<file path="config.mk">
export PLATFORM = sky130hd
export DESIGN_NAME = irf_flags
export DESIGN_NICKNAME = d
export VERILOG_FILES = /design/src/irf_flags_unused_guard.sv /design/src/irf_pkg.sv /design/src/irf_flags.sv
export SDC_FILE = /design/constraint.sdc
export NUM_CORES = 1
export LEC_CHECK = 0
export BUFFER_PORTS_ARGS = -buffer_cell sky130_fd_sc_hd__buf_2
export CORE_AREA = 2 2 103 105
export CTS_CLUSTER_DIAMETER = 30
export CTS_CLUSTER_SIZE = 14
export DETAILED_ROUTE_END_ITERATION = 16
export DIE_AREA = 0 0 105 107
export PLACE_DENSITY = 0.91
export SYNTH_ARGS = -nofsm -noshare
export SYNTH_HDL_FRONTEND = slang
export SYNTH_SLANG_ARGS = --single-unit
</file>
<file path="constraint.sdc">
create_clock -name mclk -period 7.05 [get_ports mclk]
set_input_delay 0.3525 -clock mclk [delete_from_list [all_inputs] [get_ports mclk]]
set_output_delay 0.3525 -clock mclk [all_outputs]
set_load 0.01 [all_outputs]
</file>
<file path="src/irf_flags_unused_guard.sv">
// Holds no logic; every flag register lives in irf_flags

</file>
<file path="src/irf_pkg.sv">
// Package: register map, field positions and carrier types of the interrupt request flags
package irf_pkg;
  localparam int IRF_AW = 4;
  localparam int IRF_DW = 8;
  localparam int IRF_NPIN = 5;
  localparam int IRF_NWAKE = 8;

  localparam logic [IRF_AW-1:0] OFS_FLAGS_A = 4'h0;
  localparam logic [IRF_AW-1:0] OFS_FLAGS_B = 4'h1;
  localparam logic [IRF_AW-1:0] OFS_WAKE_FLAGS = 4'h2;
  localparam logic [IRF_AW-1:0] OFS_ENABLE_A = 4'h3;
  localparam logic [IRF_AW-1:0] OFS_ENABLE_B = 4'h4;
  localparam logic [IRF_AW-1:0] OFS_EDGE_SEL = 4'h5;
  localparam logic [IRF_AW-1:0] OFS_PIN_FUNC = 4'h6;
  localparam logic [IRF_AW-1:0] OFS_WAKE_FUNC = 4'h7;
  localparam logic [IRF_AW-1:0] OFS_TIMER_CTRL = 4'h8;

  // Group A fields
  localparam int BIT_TIMER_A = 7;
  localparam int BIT_SERIAL_ONE = 6;
  localparam int BIT_RESERVED = 5;
  localparam int BIT_WAKE_EN = 5;
  // Group B fields
  localparam int BIT_DIRECT = 7;
  localparam int BIT_CONVERTER = 6;
  localparam int BIT_SERIAL_TWO = 5;
  localparam int BIT_TIMER_G = 4;
  localparam int BIT_TIMER_FH = 3;
  localparam int BIT_TIMER_FL = 2;
  localparam int BIT_TIMER_C = 1;
  localparam int BIT_TIMER_B = 0;
  // Timer control fields
  localparam int BIT_TG_FUNC = 0;
  localparam int BIT_TG_EDGE = 1;
  localparam int BIT_TF_WIDE = 2;

  localparam logic [IRF_DW-1:0] RST_FLAGS_A = 8'h20;
  localparam logic [IRF_DW-1:0] RST_ZERO = 8'h00;
  localparam logic [IRF_DW-1:0] CNT_ALL_ONES = 8'hff;
  localparam logic [IRF_DW-1:0] CNT_ZERO = 8'h00;

  typedef struct packed {
    logic [IRF_AW-1:0] addr;
    logic [IRF_DW-1:0] wdata;
    logic wr;
    logic rd;
  } irf_bus_t;

  typedef struct packed {
    logic [IRF_DW-1:0] timer_a_count;
    logic serial_one_done;
    logic direct_transfer_on;
    logic direct_transfer_after_sleep;
    logic converter_done;
    logic converter_start_busy;
    logic serial_two_done;
    logic serial_two_abort;
    logic [IRF_DW-1:0] timer_f_low_count;
    logic [IRF_DW-1:0] timer_f_high_count;
    logic [IRF_DW-1:0] timer_f_low_compare;
    logic [IRF_DW-1:0] timer_f_high_compare;
    logic [IRF_DW-1:0] timer_c_count;
    logic [IRF_DW-1:0] timer_b_count;
  } irf_periph_t;

  typedef enum logic [4:0] {
    SRC_NONE, SRC_PIN0, SRC_PIN1, SRC_PIN2, SRC_PIN3, SRC_PIN4, SRC_WAKE,
    SRC_TIMER_A, SRC_SERIAL_ONE, SRC_DIRECT, SRC_CONVERTER, SRC_SERIAL_TWO,
    SRC_TIMER_G, SRC_TIMER_FH, SRC_TIMER_FL, SRC_TIMER_C, SRC_TIMER_B
  } irf_source_t;
endpackage

</file>
<file path="src/irf_flags.sv">
// Interrupt request flag registers with pin edge detectors, enables and priority select
`timescale 1ns/1ps
module irf_flags
  import irf_pkg::*;
(
  input wire logic mclk,
  input wire logic rst,
  input wire irf_bus_t bus,
  output logic [IRF_DW-1:0] rdata,
  input wire irf_periph_t periph,
  input wire logic [IRF_NPIN-1:0] request_pin,
  input wire logic [IRF_NWAKE-1:0] wake_pin,
  input wire logic timer_g_input_pin,
  output logic irq_pending,
  output irf_source_t irq_source
);

  logic [IRF_DW-1:0] interrupt_flags_group_a;
  logic [IRF_DW-1:0] interrupt_flags_group_b;
  logic [IRF_DW-1:0] wakeup_flags;
  logic [IRF_DW-1:0] enable_group_a;
  logic [IRF_DW-1:0] enable_group_b;
  logic [IRF_NPIN-1:0] edge_select;
  logic [IRF_NPIN-1:0] pin_function;
  logic [IRF_NWAKE-1:0] wake_function;
  logic [2:0] timer_ctrl;

  // Pin synchronisers: stage one feeds only stage two
  localparam int NSYNC = IRF_NPIN + IRF_NWAKE + 1;
  logic [NSYNC-1:0] sync_one;
  logic [NSYNC-1:0] sync_two;
  logic [NSYNC-1:0] sync_prev;

  always_ff @(posedge mclk or posedge rst) begin
    if (rst) begin
      sync_one <= '1;
      sync_two <= '1;
      sync_prev <= '1;
    end else begin
      sync_one <= {timer_g_input_pin, wake_pin, request_pin};
      sync_two <= sync_one;
      sync_prev <= sync_two;
    end
  end

  logic [IRF_NPIN-1:0] pin_now;
  logic [IRF_NPIN-1:0] pin_was;
  logic [IRF_NWAKE-1:0] wake_now;
  logic [IRF_NWAKE-1:0] wake_was;
  logic tg_now;
  logic tg_was;
  assign pin_now = sync_two[IRF_NPIN-1:0];
  assign pin_was = sync_prev[IRF_NPIN-1:0];
  assign wake_now = sync_two[IRF_NPIN+IRF_NWAKE-1:IRF_NPIN];
  assign wake_was = sync_prev[IRF_NPIN+IRF_NWAKE-1:IRF_NPIN];
  assign tg_now = sync_two[NSYNC-1];
  assign tg_was = sync_prev[NSYNC-1];

  // Previous samples of peripheral state for transition detection
  logic [IRF_DW-1:0] ta_prev;
  logic [IRF_DW-1:0] tb_prev;
  logic [IRF_DW-1:0] tc_prev;
  logic busy_prev;
  logic fh_match_prev;
  logic fl_match_prev;
  logic fw_match_prev;

  logic fh_match;
  logic fl_match;
  logic fw_match;
  assign fh_match = periph.timer_f_high_count == periph.timer_f_high_compare;
  assign fl_match = periph.timer_f_low_count == periph.timer_f_low_compare;
  assign fw_match = fh_match && fl_match;

  // Counters sampled every cycle so a wrap is seen once, on the step that makes it
  always_ff @(posedge mclk or posedge rst) begin
    if (rst) begin
      ta_prev <= CNT_ZERO;
      tb_prev <= CNT_ZERO;
      tc_prev <= CNT_ZERO;
      busy_prev <= 1'b0;
      fh_match_prev <= 1'b1;
      fl_match_prev <= 1'b1;
      fw_match_prev <= 1'b1;
    end else begin
      ta_prev <= periph.timer_a_count;
      tb_prev <= periph.timer_b_count;
      tc_prev <= periph.timer_c_count;
      busy_prev <= periph.converter_start_busy;
      fh_match_prev <= fh_match;
      fl_match_prev <= fl_match;
      fw_match_prev <= fw_match;
    end
  end

  // Raw set conditions
  logic [IRF_DW-1:0] cond_a;
  logic [IRF_DW-1:0] cond_b;
  logic [IRF_NWAKE-1:0] cond_w;
  logic [IRF_DW-1:0] set_a;
  logic [IRF_DW-1:0] set_b;
  logic [IRF_NWAKE-1:0] set_w;
  logic tf_wide;
  assign tf_wide = timer_ctrl[BIT_TF_WIDE];

  always_comb begin
    cond_a = RST_ZERO;
    cond_b = RST_ZERO;
    cond_a[BIT_TIMER_A] = ta_prev == CNT_ALL_ONES && periph.timer_a_count == CNT_ZERO;
    cond_a[BIT_SERIAL_ONE] = periph.serial_one_done;
    for (int n = 0; n < IRF_NPIN; n++) begin
      // Rising when edge select is 1, falling otherwise
      cond_a[n] = pin_function[n] && (edge_select[n] ? (pin_now[n] && !pin_was[n])
                                                     : (!pin_now[n] && pin_was[n]));
    end
    cond_b[BIT_DIRECT] = periph.direct_transfer_on && periph.direct_transfer_after_sleep;
    cond_b[BIT_CONVERTER] = periph.converter_done && busy_prev
                            && !periph.converter_start_busy;
    cond_b[BIT_SERIAL_TWO] = periph.serial_two_done || periph.serial_two_abort;
    cond_b[BIT_TIMER_G] = timer_ctrl[BIT_TG_FUNC] && (timer_ctrl[BIT_TG_EDGE]
                          ? (tg_now && !tg_was) : (!tg_now && tg_was));
    cond_b[BIT_TIMER_FH] = tf_wide ? (fw_match && !fw_match_prev)
                                   : (fh_match && !fh_match_prev);
    cond_b[BIT_TIMER_FL] = !tf_wide && fl_match && !fl_match_prev;
    cond_b[BIT_TIMER_C] = (tc_prev == CNT_ALL_ONES && periph.timer_c_count == CNT_ZERO)
                       || (tc_prev == CNT_ZERO && periph.timer_c_count == CNT_ALL_ONES);
    cond_b[BIT_TIMER_B] = tb_prev == CNT_ALL_ONES && periph.timer_b_count == CNT_ZERO;
  end

  assign cond_w = wake_function & ~wake_now & wake_was;
  assign set_a = cond_a & enable_group_a & ~RST_FLAGS_A;
  assign set_b = cond_b & enable_group_b;
  assign set_w = cond_w & {IRF_NWAKE{enable_group_a[BIT_WAKE_EN]}};

  logic wr_a;
  logic wr_b;
  logic wr_w;
  assign wr_a = bus.wr && bus.addr == OFS_FLAGS_A;
  assign wr_b = bus.wr && bus.addr == OFS_FLAGS_B;
  assign wr_w = bus.wr && bus.addr == OFS_WAKE_FLAGS;

  logic [IRF_DW-1:0] next_flags_a;
  logic [IRF_DW-1:0] next_flags_b;
  logic [IRF_DW-1:0] next_wake;
  logic [IRF_DW-1:0] clr_a;
  logic [IRF_DW-1:0] clr_b;
  logic [IRF_DW-1:0] clr_w;
  assign clr_a = wr_a ? ~bus.wdata : RST_ZERO;
  assign clr_b = wr_b ? ~bus.wdata : RST_ZERO;
  assign clr_w = wr_w ? ~bus.wdata : RST_ZERO;
  // Set is ORed after the clear so a coincident event survives
  assign next_flags_a = (interrupt_flags_group_a & ~clr_a) | set_a | RST_FLAGS_A;
  assign next_flags_b = (interrupt_flags_group_b & ~clr_b) | set_b;
  assign next_wake = (wakeup_flags & ~clr_w) | set_w;

  // Flags only change by event or clearing write; acceptance has no path here
  always_ff @(posedge mclk or posedge rst) begin
    if (rst) begin
      interrupt_flags_group_a <= RST_FLAGS_A;
      interrupt_flags_group_b <= RST_ZERO;
      wakeup_flags <= RST_ZERO;
    end else begin
      interrupt_flags_group_a <= next_flags_a;
      interrupt_flags_group_b <= next_flags_b;
      wakeup_flags <= next_wake;
    end
  end

  // Control registers
  always_ff @(posedge mclk or posedge rst) begin
    if (rst) begin
      enable_group_a <= RST_ZERO;
      enable_group_b <= RST_ZERO;
      edge_select <= RST_ZERO[IRF_NPIN-1:0];
      pin_function <= RST_ZERO[IRF_NPIN-1:0];
      wake_function <= RST_ZERO;
      timer_ctrl <= RST_ZERO[2:0];
    end else if (bus.wr) begin
      case (bus.addr)
        OFS_ENABLE_A: enable_group_a <= bus.wdata;
        OFS_ENABLE_B: enable_group_b <= bus.wdata;
        OFS_EDGE_SEL: edge_select <= bus.wdata[IRF_NPIN-1:0];
        OFS_PIN_FUNC: pin_function <= bus.wdata[IRF_NPIN-1:0];
        OFS_WAKE_FUNC: wake_function <= bus.wdata;
        OFS_TIMER_CTRL: timer_ctrl <= bus.wdata[2:0];
        default: begin
        end
      endcase
    end
  end

  // Read port; unmapped offsets read zero
  always_ff @(posedge mclk or posedge rst) begin
    if (rst) begin
      rdata <= RST_ZERO;
    end else if (bus.rd) begin
      case (bus.addr)
        OFS_FLAGS_A: rdata <= interrupt_flags_group_a | RST_FLAGS_A;
        OFS_FLAGS_B: rdata <= interrupt_flags_group_b;
        OFS_WAKE_FLAGS: rdata <= wakeup_flags;
        OFS_ENABLE_A: rdata <= enable_group_a;
        OFS_ENABLE_B: rdata <= enable_group_b;
        OFS_EDGE_SEL: rdata <= {3'h0, edge_select};
        OFS_PIN_FUNC: rdata <= {3'h0, pin_function};
        OFS_WAKE_FUNC: rdata <= wake_function;
        OFS_TIMER_CTRL: rdata <= {5'h00, timer_ctrl};
        default: rdata <= RST_ZERO;
      endcase
    end else begin
      rdata <= RST_ZERO;
    end
  end

  // Priority select over pending enabled flags, registered
  irf_source_t next_source;
  logic [IRF_DW-1:0] pend_a;
  logic [IRF_DW-1:0] pend_b;
  logic pend_w;
  assign pend_a = interrupt_flags_group_a & enable_group_a & ~RST_FLAGS_A;
  assign pend_b = interrupt_flags_group_b & enable_group_b;
  assign pend_w = |wakeup_flags && enable_group_a[BIT_WAKE_EN];

  always_comb begin
    next_source = SRC_NONE;
    if (pend_a[0]) next_source = SRC_PIN0;
    else if (pend_a[1]) next_source = SRC_PIN1;
    else if (pend_a[2]) next_source = SRC_PIN2;
    else if (pend_a[3]) next_source = SRC_PIN3;
    else if (pend_a[4]) next_source = SRC_PIN4;
    else if (pend_w) next_source = SRC_WAKE;
    else if (pend_a[BIT_TIMER_A]) next_source = SRC_TIMER_A;
    else if (pend_a[BIT_SERIAL_ONE]) next_source = SRC_SERIAL_ONE;
    else if (pend_b[BIT_DIRECT]) next_source = SRC_DIRECT;
    else if (pend_b[BIT_CONVERTER]) next_source = SRC_CONVERTER;
    else if (pend_b[BIT_SERIAL_TWO]) next_source = SRC_SERIAL_TWO;
    else if (pend_b[BIT_TIMER_G]) next_source = SRC_TIMER_G;
    else if (pend_b[BIT_TIMER_FH]) next_source = SRC_TIMER_FH;
    else if (pend_b[BIT_TIMER_FL]) next_source = SRC_TIMER_FL;
    else if (pend_b[BIT_TIMER_C]) next_source = SRC_TIMER_C;
    else if (pend_b[BIT_TIMER_B]) next_source = SRC_TIMER_B;
  end

  always_ff @(posedge mclk or posedge rst) begin
    if (rst) begin
      irq_source <= SRC_NONE;
      irq_pending <= 1'b0;
    end else begin
      irq_source <= next_source;
      irq_pending <= next_source != SRC_NONE;
    end
  end
endmodule

</file>
==> impl_metrics.csv <==
group,metric,value,unit
status,status,"finished, final reports clean",
worst_setup_path,start_kind,"register",
global_route,grt_usage,30.4,%
die,start_util,57.7,%
final_layout,insertedDiodeCount,0,
synth,synthArstFlopShare,100,%
die,boundaryPins,107,
synth,synthFlopType,"dfrtp_1",
final_layout,fillers,696,
worst_setup_path,cp_max_fo,4,
power,swShare,30.2,%
sta,fin_crit_sh,30.9,%
die,die_h,107,µm
synth,netlist_area,5830,µm²
synth,synth-edff-count,0,
clock_network,htreeDepth,4,
clock_network,cts_resized,0,
synth,ys.warnings.count,0,
die,core_area,10100,µm²
sta,fmax,0.459,GHz
sta,finalCriticalPeriod,2.18,ns
clock_network,root_buffer,"clkbuf_8",
synth,synth_nets,563,
sta,relSlewSlack,39.4,%
sta,grt_setup_unrepaired,"no",
die,die-width,105,µm
global_route,overflow,0,
power,ir_drop,0.000232,V
sta,finalWorstSetupSlack,4.87,ns
place,gp_congestion,0.895,
synth,avgSynthCellArea,12.4,µm²
route,vias,4544,
hold_path,hp-class,"in2reg",
power,p_int,1.61,mW
synth,syn_inst,470,
sta,finalSetupTns,0,ns
global_route,busiest_layer,"met2",
route,antenna_left,0,
die,num_rows,37,
synth,seq_area_frac_synth,62.8,%
route,postRouteWirelength,16000,µm
global_route,grt_pass1_vias,4804,
final_layout,area_growth,28.2,%
sta,maxSlewViolCount,0,
synth,ys_ff_latch,144,
clock_network,clkLatencyLatePin,0.54,ns
synth,netlist-cell-type-count,56,
sta,finClkSkew,0.0102,ns
power,combPwrFrac,15.4,%
global_route,grtUsageMet1,39.2,%
clock_network,cts_tree,"built",
power,p_seq_share,47.3,%
route,drtIter0Drc,319,
final_layout,fin_nets,720,
clock_network,clock_path_buffers,2,
clock_network,numClockSinks,144,
global_route,met3_usage,6.20,%
worst_setup_path,r2r_cells,5,
worst_setup_path,critical_path_required,7.47,ns
sta,worst_slew_pin_slew,0.906,ns
global_route,antenna_found_initial,0,
power,p_sw,699,µW
place,dp_hpwl,11000,µm
power,leakagePower,3.27,nW
route,drcViolationCount,0,
final_layout,layout-drive-gt1-share,36.1,%
flow_run,maxCapViolCount,0,
global_route,globalRouteMet2Util,51.2,%
worst_setup_path,end_kind,"register",
place,place_ws,4.60,ns
power,clockPowerShare,37.3,%
die,dieArea,11200,µm²
global_route,grt_pass1_wl,25400,µm
clock_network,cts_buffers,17,
hold_path,hold_depth,3,
route,viasPerCell,5.86,
power,power.density,309,nW/µm²
route,routedWlPerCell,20.6,µm
global_route,grt_max_degree,75,
worst_setup_path,crit_type,"reg2reg",
worst_setup_path,arrival,2.60,ns
clock_network,post_cts_buffers,0,
place,portBuffers,106,
sta,setup_violations,0,
sta,hold_viol_final,0,
clock_network,clkTransAtPathRegs,0.07,ns
route,dr.pass1.iters,5,
[synthesized netlist by cell type (2+ instances only)]
library cell	n	area, µm²
dfrtp_1	99	2480
nand4b_1	11	96.3
a21oi_1	10	50.1
a22o_1	6	52.6
mux2_2	39	439
or3_1	3	18.8
and3_1	3	18.8
a22oi_1	5	37.5
or4_1	4	30.0
o21ai_0	27	135
o22ai_1	2	12.5
xor2_1	8	70.1
o21ai_1	7	35.0
a222oi_1	3	30.0
nand4_1	8	50.1
and2_1	2	12.5
dfstp_2	45	1180
nor4_1	6	37.5
a32oi_1	3	26.3
buf_1	2	7.51
mux2_1	5	56.3
nand2_1	59	221
o41ai_1	2	17.5
mux2i_1	9	90.1
nor2b_1	5	31.3
xnor2_1	8	70.1
o221ai_1	2	17.5
inv_1	4	15.0
or4_4	2	22.5
clkbuf_1	7	26.3
a221oi_1	3	26.3
nor2_1	30	113
nor3_1	5	25.0
nand3_1	14	70.1
[power by group through the flow]
stage	registers, mW	logic (mW)	clock network [mW]
finish	1.09	0.355	0.862
global route	1.10	0.390	0.912
CTS	1.09	0.354	0.871
detailed placement	1.10	0.332	0
global placement	1.10	0.320	0
floorplan	1.05	0.223	0
[logic make-up after synthesis]
| logic type | Yosys count | share of synthesized area (%) |
|---|---|---|
| multiplexers | 53 | 10.0 |
| XOR/XNOR | 16 | 2.41 |
| AND/OR/NAND/NOR | 160 | 13.9 |
| buffers and inverters | 13 | 0.838 |
| flip-flops | 144 | 62.8 |
| AO/OA/AOI/OAI | 84 | 10.0 |
[per-stage QoR]
stage	cell area, µm²	power [mW]	instances	util (%)	hold WS [ns]
4_1_cts	7470	2.31	776	74.0	0.0304
3_5_place_dp	6510	1.43	704	64.5	0.347
5_1_grt	7470	2.41	776	74.0	0.0530
6_report	7470	2.31	776	74.0	0.0389
3_3_place_gp	6510	1.42	704	64.5	0.346
2_1_floorplan	5830	1.27	470	-	0.345
[cell type report]
class	instances	area, µm²	area share, %
Clock inverter	15	149	1.99
Inverter	4	20.0	0.268
Clock buffer	17	414	5.54
Timing Repair Buffer	147	938	12.6
Sequential cell	144	3660	49.0
Tap cell	136	170	2.28
Multi-Input combinational cell	313	2120	28.4
[what timing repair did]
item / CTS / global route
endpoints found under the hold margin: 97 / 0
hold buffers: 40 / 0
setup endpoints to repair: 0 / 0
[layer usage]
layer | routed length [µm] | share of wire (%) | vias up
li1 | - | - | 2036
met1 | 6700 | 42 | 2316
met2 | 8280 | 52 | 163
met3 | 708 | 4.4 | 29
met4 | 267 | 1.7 | 0
met5 | 0 | 0 | -
[worst paths after layout]
kind	end	slack [ns]	startpoint
setup / recovery	irq_pending	4.87	wakeup_flags[2]
hold / removal	interrupt_flags_group_a[6]	0.04	periph[54]
setup reg to reg	irq_pending	4.87	wakeup_flags[2]
hold reg to reg	sync_two[8]	0.36	sync_one[8]
max in group asynchronous	wake_function[2]	5.32	rst
min in group asynchronous	edge_select[2]	0.45	rst
[state kept, by name, indices dropped and copies added, names as in the netlist]
register	count
wakeup_flags	8
interrupt_flags_group_a	7
ta_prev	8
sync_two	14
fl_match_prev	1
edge_select	5
tc_prev	8
irq_pending	1
rdata	8
pin_function	5
fh_match_prev	1
interrupt_flags_group_b	8
timer_ctrl	3
sync_one	14
enable_group_a	8
tb_prev	8
fw_match_prev	1
enable_group_b	8
sync_prev	14
wake_function	8
busy_prev	1
irq_source	5
[cell usage in the layout (no fill, tap or decap), types with 9 or more instances in the layout]
cell             n
dlygate4sd3_1   40
nand3_1         14
mux2_2          39
nand4b_1        11
dfrtp_1         99
buf_2          106
dfstp_2         45
clkbuf_16       16
mux2i_1          9
nor2_1          30
a21oi_1         10
o21ai_0         27
nand2_1         59
[critical path: stages (launching register included)]
cell and delay, ns:
dfrtp_1 0.45, or4_4 0.60, o21ai_4 0.22, nand3_2 0.11, o41a_1 0.40, or3_1 0.30
Power figures use the tool's default switching activity.
